<file path="src/design/adc_seq_map.svh">
/*
 * register bit positions, reset values and timing counts for the
 * converter sequencer. assumes a 25 MHz ref_clk.
 */
`ifndef ADC_SEQ_MAP_SVH
`define ADC_SEQ_MAP_SVH

`define CTRL_WRITE_BIT      15
`define CTRL_REPEAT_BIT     14
`define CTRL_CH_HI          13
`define CTRL_CH_LO          6
`define CTRL_TEMP_BIT       4
`define CTRL_EXTREF_BIT     2
`define CTRL_AVG_BIT        1
`define CTRL_PPD_BIT        0
`define CTRL_RESET_VALUE    16'h0000
`define FRAME_BITS          16
`define TRACK_EDGE          14
`define TAG_TEMP            4'h8
`define TAG_TEMP_AVG        4'h9
`define ALL_ONES_WORD       16'hFFFF
`define CLK_PERIOD_NS       40
`define PDRST_LONG_NS       100
`define PDRST_LONG_CYCLES   ((`PDRST_LONG_NS + `CLK_PERIOD_NS - 1) / `CLK_PERIOD_NS)

`endif

</file>
<file path="src/design/adc_seq_pkg.sv">
/*
 * shared types for the converter sequencer.
 * assumes adc_seq_map.svh supplies the numeric constants.
 */
package adc_seq_pkg;
    typedef enum logic [1:0] {
        PWR_NORMAL,
        PWR_PARTIAL,
        PWR_FULL
    } power_state_e;
    typedef logic [15:0] word_t;
endpackage

</file>
<file path="src/design/adc_sequencer_power_control.sv">
/*
 * control logic of an eight-input serial converter with a temperature
 * channel: serial frame decode, sequencing, latency, power-down.
 * assumes sclk, cs_n, din and the power-down/reset pin are asynchronous
 * pins sampled by ref_clk; analog results arrive as a parallel word.
 *
// Overview of operation
// - traditional mode, repeat zero; first frame configures, its output invalid.
// - result of a conversion shifts out in the next frame.
// - without repeat, selected channels convert ascending, then stop until rewrite.
// - output all ones when sequence done or nothing selected.
// - repeat cycles selected channels ascending, wrapping to lowest.
// - temperature converts after the last selected analog channel.
// - any write during repeat restarts at the lowest selected channel.
// - clearing repeat in a write returns to traditional sequencing.
// - conversion starts at frame start; tracking resumes at 14th falling edge.
// - first 16 bits load control register only if write-enable set.
// - full write with partial power-down set enters it at frame end.
// - in partial power-down every frame shifts out all ones.
// - averaging state clears on entering partial or full power-down.
// - clearing power-down bit wakes at frame end; then configure.
// - after wake the first valid result comes in the fourth frame.
// - pin low over 100 ns gives full power-down, cleared registers.
// - reset clears control register to zero.
// - short low pulse on pin resets all registers.
// - each output word is a 4-bit channel tag then 12-bit result.
// - control word: write, repeat, channels, temp, external_reference_select, avg, ppd.
// - frame ending before 16 clocks aborts, tristates, keeps register.
 */
`timescale 1ns/1ps
`include "adc_seq_map.svh"
module adc_sequencer_power_control
    import adc_seq_pkg::*;
#(
    parameter int PDRST_CYCLES = `PDRST_LONG_CYCLES
) (
    input  wire logic        ref_clk,
    input  wire logic        rst_n,
    input  wire logic        sclk,
    input  wire logic        cs_n,
    input  wire logic        din,
    input  wire logic        power_down_reset_pin,
    input  wire logic [11:0] adc_result,
    output logic             dout,
    output logic             dout_oe,
    output logic             track_hold,
    output logic             convert_start,
    output logic [3:0]       mux_channel,
    output logic             external_reference_select,
    output logic             temperature_averaging_enable,
    output logic             avg_clear,
    output logic             partial_power_down,
    output logic             full_power_down
);
    // pin synchronisers
    logic [1:0] sclk_sync_reg;
    logic [1:0] cs_sync_reg;
    logic [1:0] din_sync_reg;
    logic [1:0] pin_sync_reg;
    logic       sclk_d_reg;
    logic       cs_d_reg;

    // reset to idle levels, clock and select high, so no false edge
    always_ff @(posedge ref_clk or negedge rst_n) begin
        if (!rst_n) begin
            sclk_sync_reg <= 2'b11;
            cs_sync_reg   <= 2'b11;
            din_sync_reg  <= 2'b00;
            pin_sync_reg  <= 2'b11;
            sclk_d_reg    <= 1'b1;
            cs_d_reg      <= 1'b1;
        end else begin
            sclk_sync_reg <= {sclk_sync_reg[0], sclk};
            cs_sync_reg   <= {cs_sync_reg[0], cs_n};
            din_sync_reg  <= {din_sync_reg[0], din};
            pin_sync_reg  <= {pin_sync_reg[0], power_down_reset_pin};
            sclk_d_reg    <= sclk_sync_reg[1];
            cs_d_reg      <= cs_sync_reg[1];
        end
    end

    // edge detection on the second stage only
    logic cs_fall;
    logic cs_rise;
    logic sclk_fall;
    logic pin_low;
    assign cs_fall   = cs_d_reg && !cs_sync_reg[1];
    assign cs_rise   = !cs_d_reg && cs_sync_reg[1];
    assign sclk_fall = sclk_d_reg && !sclk_sync_reg[1] && !cs_sync_reg[1];
    assign pin_low   = !pin_sync_reg[1];

    // power-down/reset pin width qualification
    logic [7:0] pin_cnt_reg;
    logic       soft_reset;
    logic       pin_long;
    // long once the count passes the threshold
    assign pin_long = (pin_cnt_reg >= 8'(PDRST_CYCLES + 1));
    always_ff @(posedge ref_clk or negedge rst_n) begin
        if (!rst_n) begin
            pin_cnt_reg <= 8'h00;
        end else if (!pin_low) begin
            pin_cnt_reg <= 8'h00;
        end else if (!pin_long) begin
            pin_cnt_reg <= pin_cnt_reg + 8'h01;
        end
    end
    // any low pulse clears the registers, short or long
    assign soft_reset = pin_low;

    // serial frame: shift in control word, count falling edges
    logic [15:0] shift_in_reg;
    logic [4:0]  fall_cnt_reg;
    logic        full_frame;
    assign full_frame = (fall_cnt_reg >= 5'(`FRAME_BITS));
    always_ff @(posedge ref_clk or negedge rst_n) begin
        if (!rst_n) begin
            shift_in_reg <= 16'h0000;
            fall_cnt_reg <= 5'h00;
        end else if (cs_fall || soft_reset) begin
            shift_in_reg <= 16'h0000;
            fall_cnt_reg <= 5'h00;
        end else if (sclk_fall && !full_frame) begin
            // bits taken only during the first 16 clocks
            shift_in_reg <= {shift_in_reg[14:0], din_sync_reg[1]};
            fall_cnt_reg <= fall_cnt_reg + 5'h01;
        end
    end

    // control register and power state
    logic [15:0]  ctrl_reg;
    power_state_e pwr_reg;
    logic         frame_done;
    logic         do_write;
    assign frame_done = cs_rise && full_frame;
    assign do_write   = frame_done && shift_in_reg[`CTRL_WRITE_BIT];

    // control register: zero at reset, kept on aborted frames
    always_ff @(posedge ref_clk or negedge rst_n) begin
        if (!rst_n) begin
            ctrl_reg <= `CTRL_RESET_VALUE;
        end else if (soft_reset) begin
            ctrl_reg <= `CTRL_RESET_VALUE;
        end else if (do_write) begin
            ctrl_reg <= shift_in_reg;
        end
    end

    // power state follows the bit at frame end, pin overrides
    always_ff @(posedge ref_clk or negedge rst_n) begin
        if (!rst_n) begin
            pwr_reg <= PWR_NORMAL;
        end else if (pin_long) begin
            pwr_reg <= PWR_FULL;
        end else if (soft_reset) begin
            pwr_reg <= PWR_NORMAL;
        end else if (pwr_reg == PWR_FULL) begin
            pwr_reg <= PWR_NORMAL;
        end else if (do_write) begin
            // enter or leave partial power-down at frame end
            pwr_reg <= shift_in_reg[`CTRL_PPD_BIT] ? PWR_PARTIAL
                                                    : PWR_NORMAL;
        end
    end

    // sequencer: next slot to convert, armed by writes
    logic [8:0] sel;
    logic       pick_found;
    logic [3:0] pick_slot;
    logic       wrap_found;
    logic [3:0] wrap_slot;
    logic [3:0] next_slot_reg;
    logic       seq_live_reg;
    // temperature sits in slot 8, after every analog input
    assign sel = {ctrl_reg[`CTRL_TEMP_BIT],
                  ctrl_reg[`CTRL_CH_LO], ctrl_reg[`CTRL_CH_LO+1],
                  ctrl_reg[`CTRL_CH_LO+2], ctrl_reg[`CTRL_CH_LO+3],
                  ctrl_reg[`CTRL_CH_LO+4], ctrl_reg[`CTRL_CH_LO+5],
                  ctrl_reg[`CTRL_CH_LO+6], ctrl_reg[`CTRL_CH_HI]};

    // lowest pending slot, and lowest overall for the wrap
    seq_pick #(
        .SLOTS (9)
    ) u_pick (
        .sel   (sel),
        .start (next_slot_reg),
        .found (pick_found),
        .slot  (pick_slot)
    );

    seq_pick #(
        .SLOTS (9)
    ) u_wrap (
        .sel   (sel),
        .start (4'h0),
        .found (wrap_found),
        .slot  (wrap_slot)
    );

    // a slot converts only while fully powered and armed by a write
    logic conv_valid;
    logic normal_now;
    assign normal_now = (pwr_reg == PWR_NORMAL);
    assign conv_valid = seq_live_reg && pick_found && normal_now;

    // advance one slot per frame start; wrap only under repeat
    always_ff @(posedge ref_clk or negedge rst_n) begin
        if (!rst_n) begin
            next_slot_reg <= 4'h0;
            seq_live_reg  <= 1'b0;
        end else if (soft_reset) begin
            next_slot_reg <= 4'h0;
            seq_live_reg  <= 1'b0;
        end else if (do_write) begin
            next_slot_reg <= 4'h0; // restart at lowest
            seq_live_reg  <= 1'b1;
        end else if (cs_fall && conv_valid) begin
            if (ctrl_reg[`CTRL_REPEAT_BIT]) begin
                next_slot_reg <= pick_slot + 4'h1;
            end else begin
                next_slot_reg <= pick_slot + 4'h1;
            end
        end else if (cs_fall && !pick_found && ctrl_reg[`CTRL_REPEAT_BIT]
                     && wrap_found && normal_now && seq_live_reg) begin
            next_slot_reg <= wrap_slot + 4'h1; // wrap, convert lowest
        end
    end

    // which slot converts this frame, including the repeat wrap
    logic       conv_now;
    logic [3:0] conv_slot;
    assign conv_now  = conv_valid ||
                       (seq_live_reg && normal_now && !pick_found &&
                        ctrl_reg[`CTRL_REPEAT_BIT] && wrap_found);
    assign conv_slot = pick_found ? pick_slot : wrap_slot;

    // frame-level conversion state and one-frame result latency
    logic        cur_valid_reg;
    logic [3:0]  cur_tag_reg;
    logic        conv_done_reg;
    logic [15:0] out_word_reg;
    logic [15:0] shift_out_reg;
    always_ff @(posedge ref_clk or negedge rst_n) begin
        if (!rst_n) begin
            cur_valid_reg <= 1'b0;
            cur_tag_reg   <= 4'h0;
            conv_done_reg <= 1'b0;
            out_word_reg  <= `ALL_ONES_WORD;
        end else if (soft_reset) begin
            cur_valid_reg <= 1'b0;
            cur_tag_reg   <= 4'h0;
            conv_done_reg <= 1'b0;
            out_word_reg  <= `ALL_ONES_WORD;
        end else if (cs_fall) begin
            // start this frame's conversion
            cur_valid_reg <= conv_now;
            cur_tag_reg   <= conv_slot;
            conv_done_reg <= 1'b0;
        end else if (frame_done && cur_valid_reg) begin
            // publish for the next frame, tag then data
            conv_done_reg <= 1'b1;
            out_word_reg  <= {tag_of(cur_tag_reg), adc_result};
        end else if (frame_done || cs_rise) begin
            // nothing converted or aborted frame
            out_word_reg  <= `ALL_ONES_WORD;
        end
    end

    // channel tag: slot number, or the temperature code
    function automatic logic [3:0] tag_of(input logic [3:0] slot);
        if (slot == 4'h8) begin
            tag_of = ctrl_reg[`CTRL_AVG_BIT] ? `TAG_TEMP_AVG : `TAG_TEMP;
        end else begin
            tag_of = slot;
        end
    endfunction

    // output shifter: first bit on cs fall, next on each falling edge
    always_ff @(posedge ref_clk or negedge rst_n) begin
        if (!rst_n) begin
            shift_out_reg <= `ALL_ONES_WORD;
            dout          <= 1'b1;
            dout_oe       <= 1'b0;
        end else if (cs_fall) begin
            // partial power-down or first frame gives all ones
            shift_out_reg <= normal_now ? out_word_reg : `ALL_ONES_WORD;
            dout          <= normal_now ? out_word_reg[15] : 1'b1;
            dout_oe       <= 1'b1;
        end else if (cs_rise || soft_reset) begin
            dout_oe       <= 1'b0;
        end else if (sclk_fall) begin
            if (fall_cnt_reg == 5'(`FRAME_BITS - 1)) begin
                dout_oe <= 1'b0;
            end
            shift_out_reg <= {shift_out_reg[14:0], 1'b1};
            dout          <= shift_out_reg[14];
        end
    end

    // track/hold, conversion strobe and mux
    always_ff @(posedge ref_clk or negedge rst_n) begin
        if (!rst_n) begin
            track_hold    <= 1'b1;
            convert_start <= 1'b0;
            mux_channel   <= 4'h0;
        end else begin
            convert_start <= cs_fall && conv_now && !soft_reset;
            if (cs_fall) begin
                track_hold  <= 1'b0; // hold at frame start
                mux_channel <= conv_slot;
            end else if (sclk_fall &&
                         fall_cnt_reg == 5'(`TRACK_EDGE - 1)) begin
                track_hold  <= 1'b1; // back to track
            end else if (cs_rise) begin
                track_hold  <= 1'b1;
            end
        end
    end

    // configuration outputs and averaging clear
    always_ff @(posedge ref_clk or negedge rst_n) begin
        if (!rst_n) begin
            external_reference_select    <= 1'b0;
            temperature_averaging_enable <= 1'b0;
            avg_clear                    <= 1'b0;
            partial_power_down           <= 1'b0;
            full_power_down              <= 1'b0;
        end else begin
            external_reference_select    <= ctrl_reg[`CTRL_EXTREF_BIT];
            temperature_averaging_enable <= ctrl_reg[`CTRL_AVG_BIT];
            partial_power_down           <= (pwr_reg == PWR_PARTIAL);
            full_power_down              <= (pwr_reg == PWR_FULL);
            // one pulse on entry to either power-down
            avg_clear <= (do_write && shift_in_reg[`CTRL_PPD_BIT] &&
                          pwr_reg != PWR_PARTIAL) ||
                         (pin_long && pwr_reg != PWR_FULL);
        end
    end
endmodule // adc_sequencer_power_control

</file>
<file path="src/design/seq_pick.sv">
/*
 * next-channel picker: lowest selected slot at or above a start slot.
 * slots 0..7 are inputs, slot 8 the temperature channel.
 * assumes a purely combinational use by the sequencer.
 */
`timescale 1ns/1ps
module seq_pick #(
    parameter int SLOTS = 9
) (
    input  wire logic [SLOTS-1:0] sel,
    input  wire logic [3:0]       start,
    output logic                  found,
    output logic [3:0]            slot
);
    // scan downward so the lowest eligible slot wins
    always_comb begin
        found = 1'b0;
        slot  = 4'h0;
        for (int i = SLOTS - 1; i >= 0; i--) begin
            if (sel[i] && (4'(i) >= start)) begin
                found = 1'b1;
                slot  = 4'(i);
            end
        end
    end
endmodule // seq_pick

</file>
<file path="config.mk">
export PLATFORM = sky130hd
export DESIGN_NAME = adc_sequencer_power_control
export DESIGN_NICKNAME = d
export VERILOG_FILES = /design/src/design/adc_seq_pkg.sv /design/src/design/adc_sequencer_power_control.sv /design/src/design/seq_pick.sv
export VERILOG_INCLUDE_DIRS = /design/src /design/src/design
export SDC_FILE = /design/constraint.sdc
export NUM_CORES = 1
export LEC_CHECK = 0
export ABC_AREA = 1
export BUFFER_PORTS_ARGS = -buffer_cell sky130_fd_sc_hd__buf_2
export CORE_MARGIN = 2
export CORE_UTILIZATION = 40
export DETAILED_ROUTE_END_ITERATION = 6
export PLACE_DENSITY = 0.65
export RECOVER_POWER = 100
export SYNTH_ARGS = -nofsm -noshare
export SYNTH_HDL_FRONTEND = slang
export SYNTH_SLANG_ARGS = --single-unit
</file>
<file path="constraint.sdc">
create_clock -name ref_clk -period 3.55 [get_ports ref_clk]
set_input_delay 0.71 -clock ref_clk [delete_from_list [all_inputs] [get_ports ref_clk]]
set_output_delay 0.71 -clock ref_clk [all_outputs]
set_load 0.02 [all_outputs]
</file>
### After elaboration in Yosys (flattened, before gate mapping)

Index checks and enable logic that the tools add are counted.

* flip-flop bits (word level): 110
* bits in latches: 0
* bits in writable memories: 0
* ROM bits: 0
* input bits: 18
* memories kept: 0

* add/subtract/negate cells: 4
* multipliers: 0
* divide/modulo/power cells: 0
* order comparisons: 11
* equal/unequal tests: 15
* shift-type cells: 0
* muxes and demuxes: 81
* bitwise operators: 0
* reduce and logical (&&, ||, !) cells: 55

Operators with widths (count)
* $mux W4: 26
* $mux W16: 6
* $mux W15: 6
* $logic_and A1 B1 Y1: 35
* $mux W1: 35
* $ge A3 B4 Y1 const A: 4
* $mux W8: 2
* $eq A5 B4 Y1 const B: 2
* $mux W5: 2
* $reduce_bool A3 Y1: 3
* $add A4 B1 Y4 const B: 2
* $add A8 B1 Y8 const B: 1
* $ge A1 B4 Y1 const A: 2
* $ge A2 B4 Y1 const A: 2
* $ge A8 B3 Y1 const B: 1
* $mux W2: 4
* $ne A2 B2 Y1 const B: 4
* $ne A4 B1 Y1 const B: 2
* $logic_not A1 Y1: 6
* $ne A2 B1 Y1 const B: 3
* $reduce_and A2 Y1: 3
* $add A5 B1 Y5 const B: 1
* $ge A5 B5 Y1 const B: 1
* $logic_or A1 B1 Y1: 5
* other kinds (7): 8

### Depth between registers and ports, before layout

* depth in word-level cells: 21
* mapped depth: 15
* gate-level depth less buffers: 15

### Hierarchy

From an unflattened synthesis, not the netlist that was laid out.

* cells, all modules: 513
* area total of the unflattened synthesis: 4827.1 µm²

Modules (own cells, without submodules)
* adc_sequencer_power_control: instances 1, cells each 437, area each 4429.2 µm², seq. area each 2728.9 µm²
* seq_pick: instances 2, cells each 38, area each 198.9 µm², seq. area each 0.0 µm²

### Worst setup path after synthesis

OpenSTA, ideal clock, no wires.

* kind: flip-flop to flip-flop
* from: register cs_sync_reg[1]
* to: register next_slot_reg[2]
* setup time: 0.127 ns
* arrival time: 1.859 ns
* path slack: 1.564 ns
* cell stages (with the launch flop): 15
* clock period less this slack: 1.986 ns
* cell sequence: dfstp_2 > inv_1 > ha_1 > buf_4 > inv_2 > nor3_2 > inv_1 > nor2_4 > nand2_4 > nand2_1 > nand2_1 > inv_1 > ha_1 > a21oi_1 > o22ai_1

* longest elaborated chain between the ends: 8

RTL lines
* start: declaration: RTL line adc_sequencer_power_control.sv:57 `logic [1:0] cs_sync_reg;`
* start signal: assignment: RTL line adc_sequencer_power_control.sv:74 `cs_sync_reg <= {cs_sync_reg[0], cs_n};`
* $logic_not A1 Y1 *: RTL line adc_sequencer_power_control.sv:87 `assign cs_fall = cs_d_reg && !cs_sync_reg[1];`
* $logic_and A1 B1 Y1 *: RTL line adc_sequencer_power_control.sv:87
* named net cs_fall: RTL line adc_sequencer_power_control.sv:83 `logic cs_fall;`
* $logic_and A1 B1 Y1 (5 in series): RTL line adc_sequencer_power_control.sv:222 `` end else if (cs_fall && !pick_found && ctrl_reg[`CTRL_REPEAT_BIT] ``
* $ne A4 B1 Y1 (no source line)
* end signal: assignment: RTL line adc_sequencer_power_control.sv:218 `next_slot_reg <= pick_slot + 4'h1;`
* end signal: assignment: RTL line adc_sequencer_power_control.sv:220 `next_slot_reg <= pick_slot + 4'h1;`
* end signal: assignment: RTL line adc_sequencer_power_control.sv:224 `next_slot_reg <= wrap_slot + 4'h1;`
* end: declaration: RTL line adc_sequencer_power_control.sv:171 `logic [3:0] next_slot_reg;`

The timed path passes the listed nets; every way through them passes the cells marked *.
A chain may end at the register's enable or synchronous reset.

### Worst setup path after layout

Same ends and word-level chain as after synthesis.

==> reports/metrics.yaml <==
status:
  run_status: "finished, violations left"
  violations_in_the_final_reports: "max-capacitance violations, max-slew violations"
timing:
  worst_setup_slack_final_ns: 0.829
  final_min_period_over_clock_period: 0.767
  min_period_ns: 2.72
  worst-slew-pin-transition_ns: 1.59
  setup_tns_ns: 0
  number_of_max_slew_violations_in_the_final_report: 66
  slew_headroom: -0.0593
  endpoints_failing_setup: 0
  clock-skew-final_ns: 0.00914
  finalHoldViolations: 0
  clock.fmax_mhz: 367
  grt_setup_unrepaired: "no"
floorplanning:
  initial_standard_cell_utilization_of_the_core: 0.413
  floorplan.io_pins: 31
  die-width_um: 113
  height_of_the_die_um: 113
  die_area_sq_mm: 0.0127
  rows: 39
  core_sq_mm: 0.0115
clocking:
  count_of_hold_fix_buffers_inserted_at_cts: 0
  cts_num_sinks: 107
  maximum_buffer_depth_of_the_clock_tree: 2
  cts-buffers-inserted: 9
  quantity_of_gates_resized_following_cts: 0
  root_buffer: "clkbuf_16"
  clkLatencyLatePin_ns: 0.36
  clock_tree.htree_level_count: 3
  cts_tree: "built"
  cts_clock_pin_slew_for_the_worst_setup_and_hold_paths_ns: 0.07
  cts_post_setup_buffers_inserted: 0
worst_setup_path:
  cp.arrival_ns: 2.95
  critPathKind: "reg2reg"
  startpoint_type: "flip-flop"
  worstPathRequired_ns: 3.78
  crit_path_end_kind: "flip-flop"
  timing.critical_path.fanout_max: 16
route:
  dr.pass1.iters: 4
  route.antenna.remaining_nets: 0
  initialDrtViolationCount: 135
  route.detailed.drc: 0
  avgViaCountPerCell: 5.05
  route.detailed.wl_per_inst_um: 13.7
  detailroute.via_count: 3484
  total_wire_length_after_detailed_routing_mm: 9.48
global_routing:
  global_route_wire_length_before_repair_mm: 16.4
  grt_max_degree: 66
  grt_pass1_vias: 3537
  grt_remaining_overflow: 0
  antenna_found_initial: 0
  globalRouteTotalUtil: 0.162
synth:
  postSynthRegisterBits: 107
  post_synth.cell_area_avg_sq_um: 9.24
  seq_area_frac_synth: 0.576
  synth_nets: 540
  synth_cell_types: 35
  synth-warning-count: 0
  post_synth_inst_count: 513
  mappedNetlistArea_sq_mm: 0.00474
placed_design:
  detailedPlace.worstSlack_ns: 1.09
  routabilityCongestion: 0.857
  detailedPlacementHpwl_mm: 6.65
  io_buffer_count: 30
cells_and_area:
  final_layout_size_suffix_gt1_frac: 0.161
  area_growth_pct: 10.8
  mostFrequentLayoutCell: "inv_1"
  final.fill_count: 1067
  final_nets: 569
  insertedDiodeCount: 0
  most-common-layout-cells: "inv_1, dfrtp_1, nand2_1, nor2_1, a21oi_1"
power:
  design_power_total_mw: 2.47
  pwr_density_cell_mw_per_mm2: 470
  max_ir_drop_vdd_mv: 0.234
  leakage_nw: 2.42
job:
  timing.max_cap.violations: 1
hold_path:
  holdCritPathClass: "reg2reg"
[metrics by stage]
stage	util	area, sq um	hold slack (ns)	instances
6_report	0.458	5250	0.349	690
4_1_cts	0.465	5330	0.352	690
3_3_place_gp	0.440	5040	0.335	674
2_1_floorplan	-	4740	0.331	513
3_5_place_dp	0.440	5040	0.336	674
5_1_grt	0.458	5250	0.368	690
[synth_stat cells]
cell type,number,area (sq um)
a22o_1,1,8.76
o221ai_1,4,35.0
a31oi_1,1,6.26
nand2_1,59,221
clkinv_1,1,3.75
buf_4,1,7.51
nor2_4,3,33.8
dfrtp_1,66,1650
a21oi_1,40,200
dfstp_2,41,1080
o21ai_0,26,130
o22ai_1,22,138
clkbuf_1,11,41.3
o21ai_2,1,8.76
nor3_1,19,95.1
nand2_2,7,43.8
a211oi_1,4,30.0
nand3_4,1,17.5
nor3_2,2,20.0
o31ai_1,2,15.0
o32ai_1,1,8.76
buf_2,6,30.0
o21a_1,1,7.51
o21ai_1,4,20.0
nor2_1,50,188
nand2_4,1,11.3
inv_2,3,11.3
a22oi_1,1,7.51
nor2_2,2,12.5
nand3_1,34,170
nand3_2,5,50.1
inv_1,80,300
nand4_1,3,18.8
nor4_1,1,6.26
ha_1,9,113
[cells by family after synthesis]
group                      after synthesis  synth area share
buffers and inverters                  102            0.0832
AOI/OAI and AO/OA                      108             0.130
and+or+nand+nor                        187             0.187
DFF                                    107             0.576
adders and majority gates                9            0.0238
[routing by layer]
metal  GRT usage  routed length [um]  up-vias
met5           0                   0        -
met4      0.0724                 204        0
met3      0.0316                 392       12
met2       0.263                4510       55
met1       0.211                4370     1677
li1            -                   -     1740
[power breakdown]
group          leakage (nW)  switching, mW  internal, mW
Clock                 0.138          0.456         0.505
Combinational         0.952          0.127        0.0536
Sequential             1.33         0.0321          1.29
Total                  2.42          0.615          1.85
[cell type report]
type / instances / area (sq um) / share of cell area
flip-flops and latches: 107 / 2730 / 0.520
multi-input cells: 304 / 1580 / 0.300
inverters: 84 / 315 / 0.0600
clock buffers: 11 / 243 / 0.0462
well taps: 143 / 179 / 0.0341
repair buffers: 36 / 164 / 0.0312
clock inverters: 5 / 45.0 / 0.00858
[critical path: stages, from the launching register on]
cell and delay, ns:
dfstp_1 0.59, inv_1 0.07, ha_1 0.22, inv_1 0.27
nor3_2 0.07, inv_1 0.38, nor2_1 0.24, nand2_4 0.16
nand2_1 0.06, nand2_1 0.07, inv_1 0.05, ha_1 0.20
a21oi_1 0.12, o22ai_1 0.09
[final timing paths]
kind / slack, ns / startpoint / to / depth (start not counted)
worst min register to register: 0.35 / din_sync_reg[0] / din_sync_reg[1] / 0
worst max-delay path: 0.83 / cs_sync_reg[1] / next_slot_reg[2] / 13
max in group asynchronous: 1.01 / rst_n / dout_oe / 2
min in group asynchronous: 0.75 / rst_n / shift_in_reg[7] / 1
worst max register to register: 0.83 / cs_sync_reg[1] / next_slot_reg[2] / 13
worst min-delay path: 0.35 / din_sync_reg[0] / din_sync_reg[1] / 0
Power figures use the tool's default switching activity.
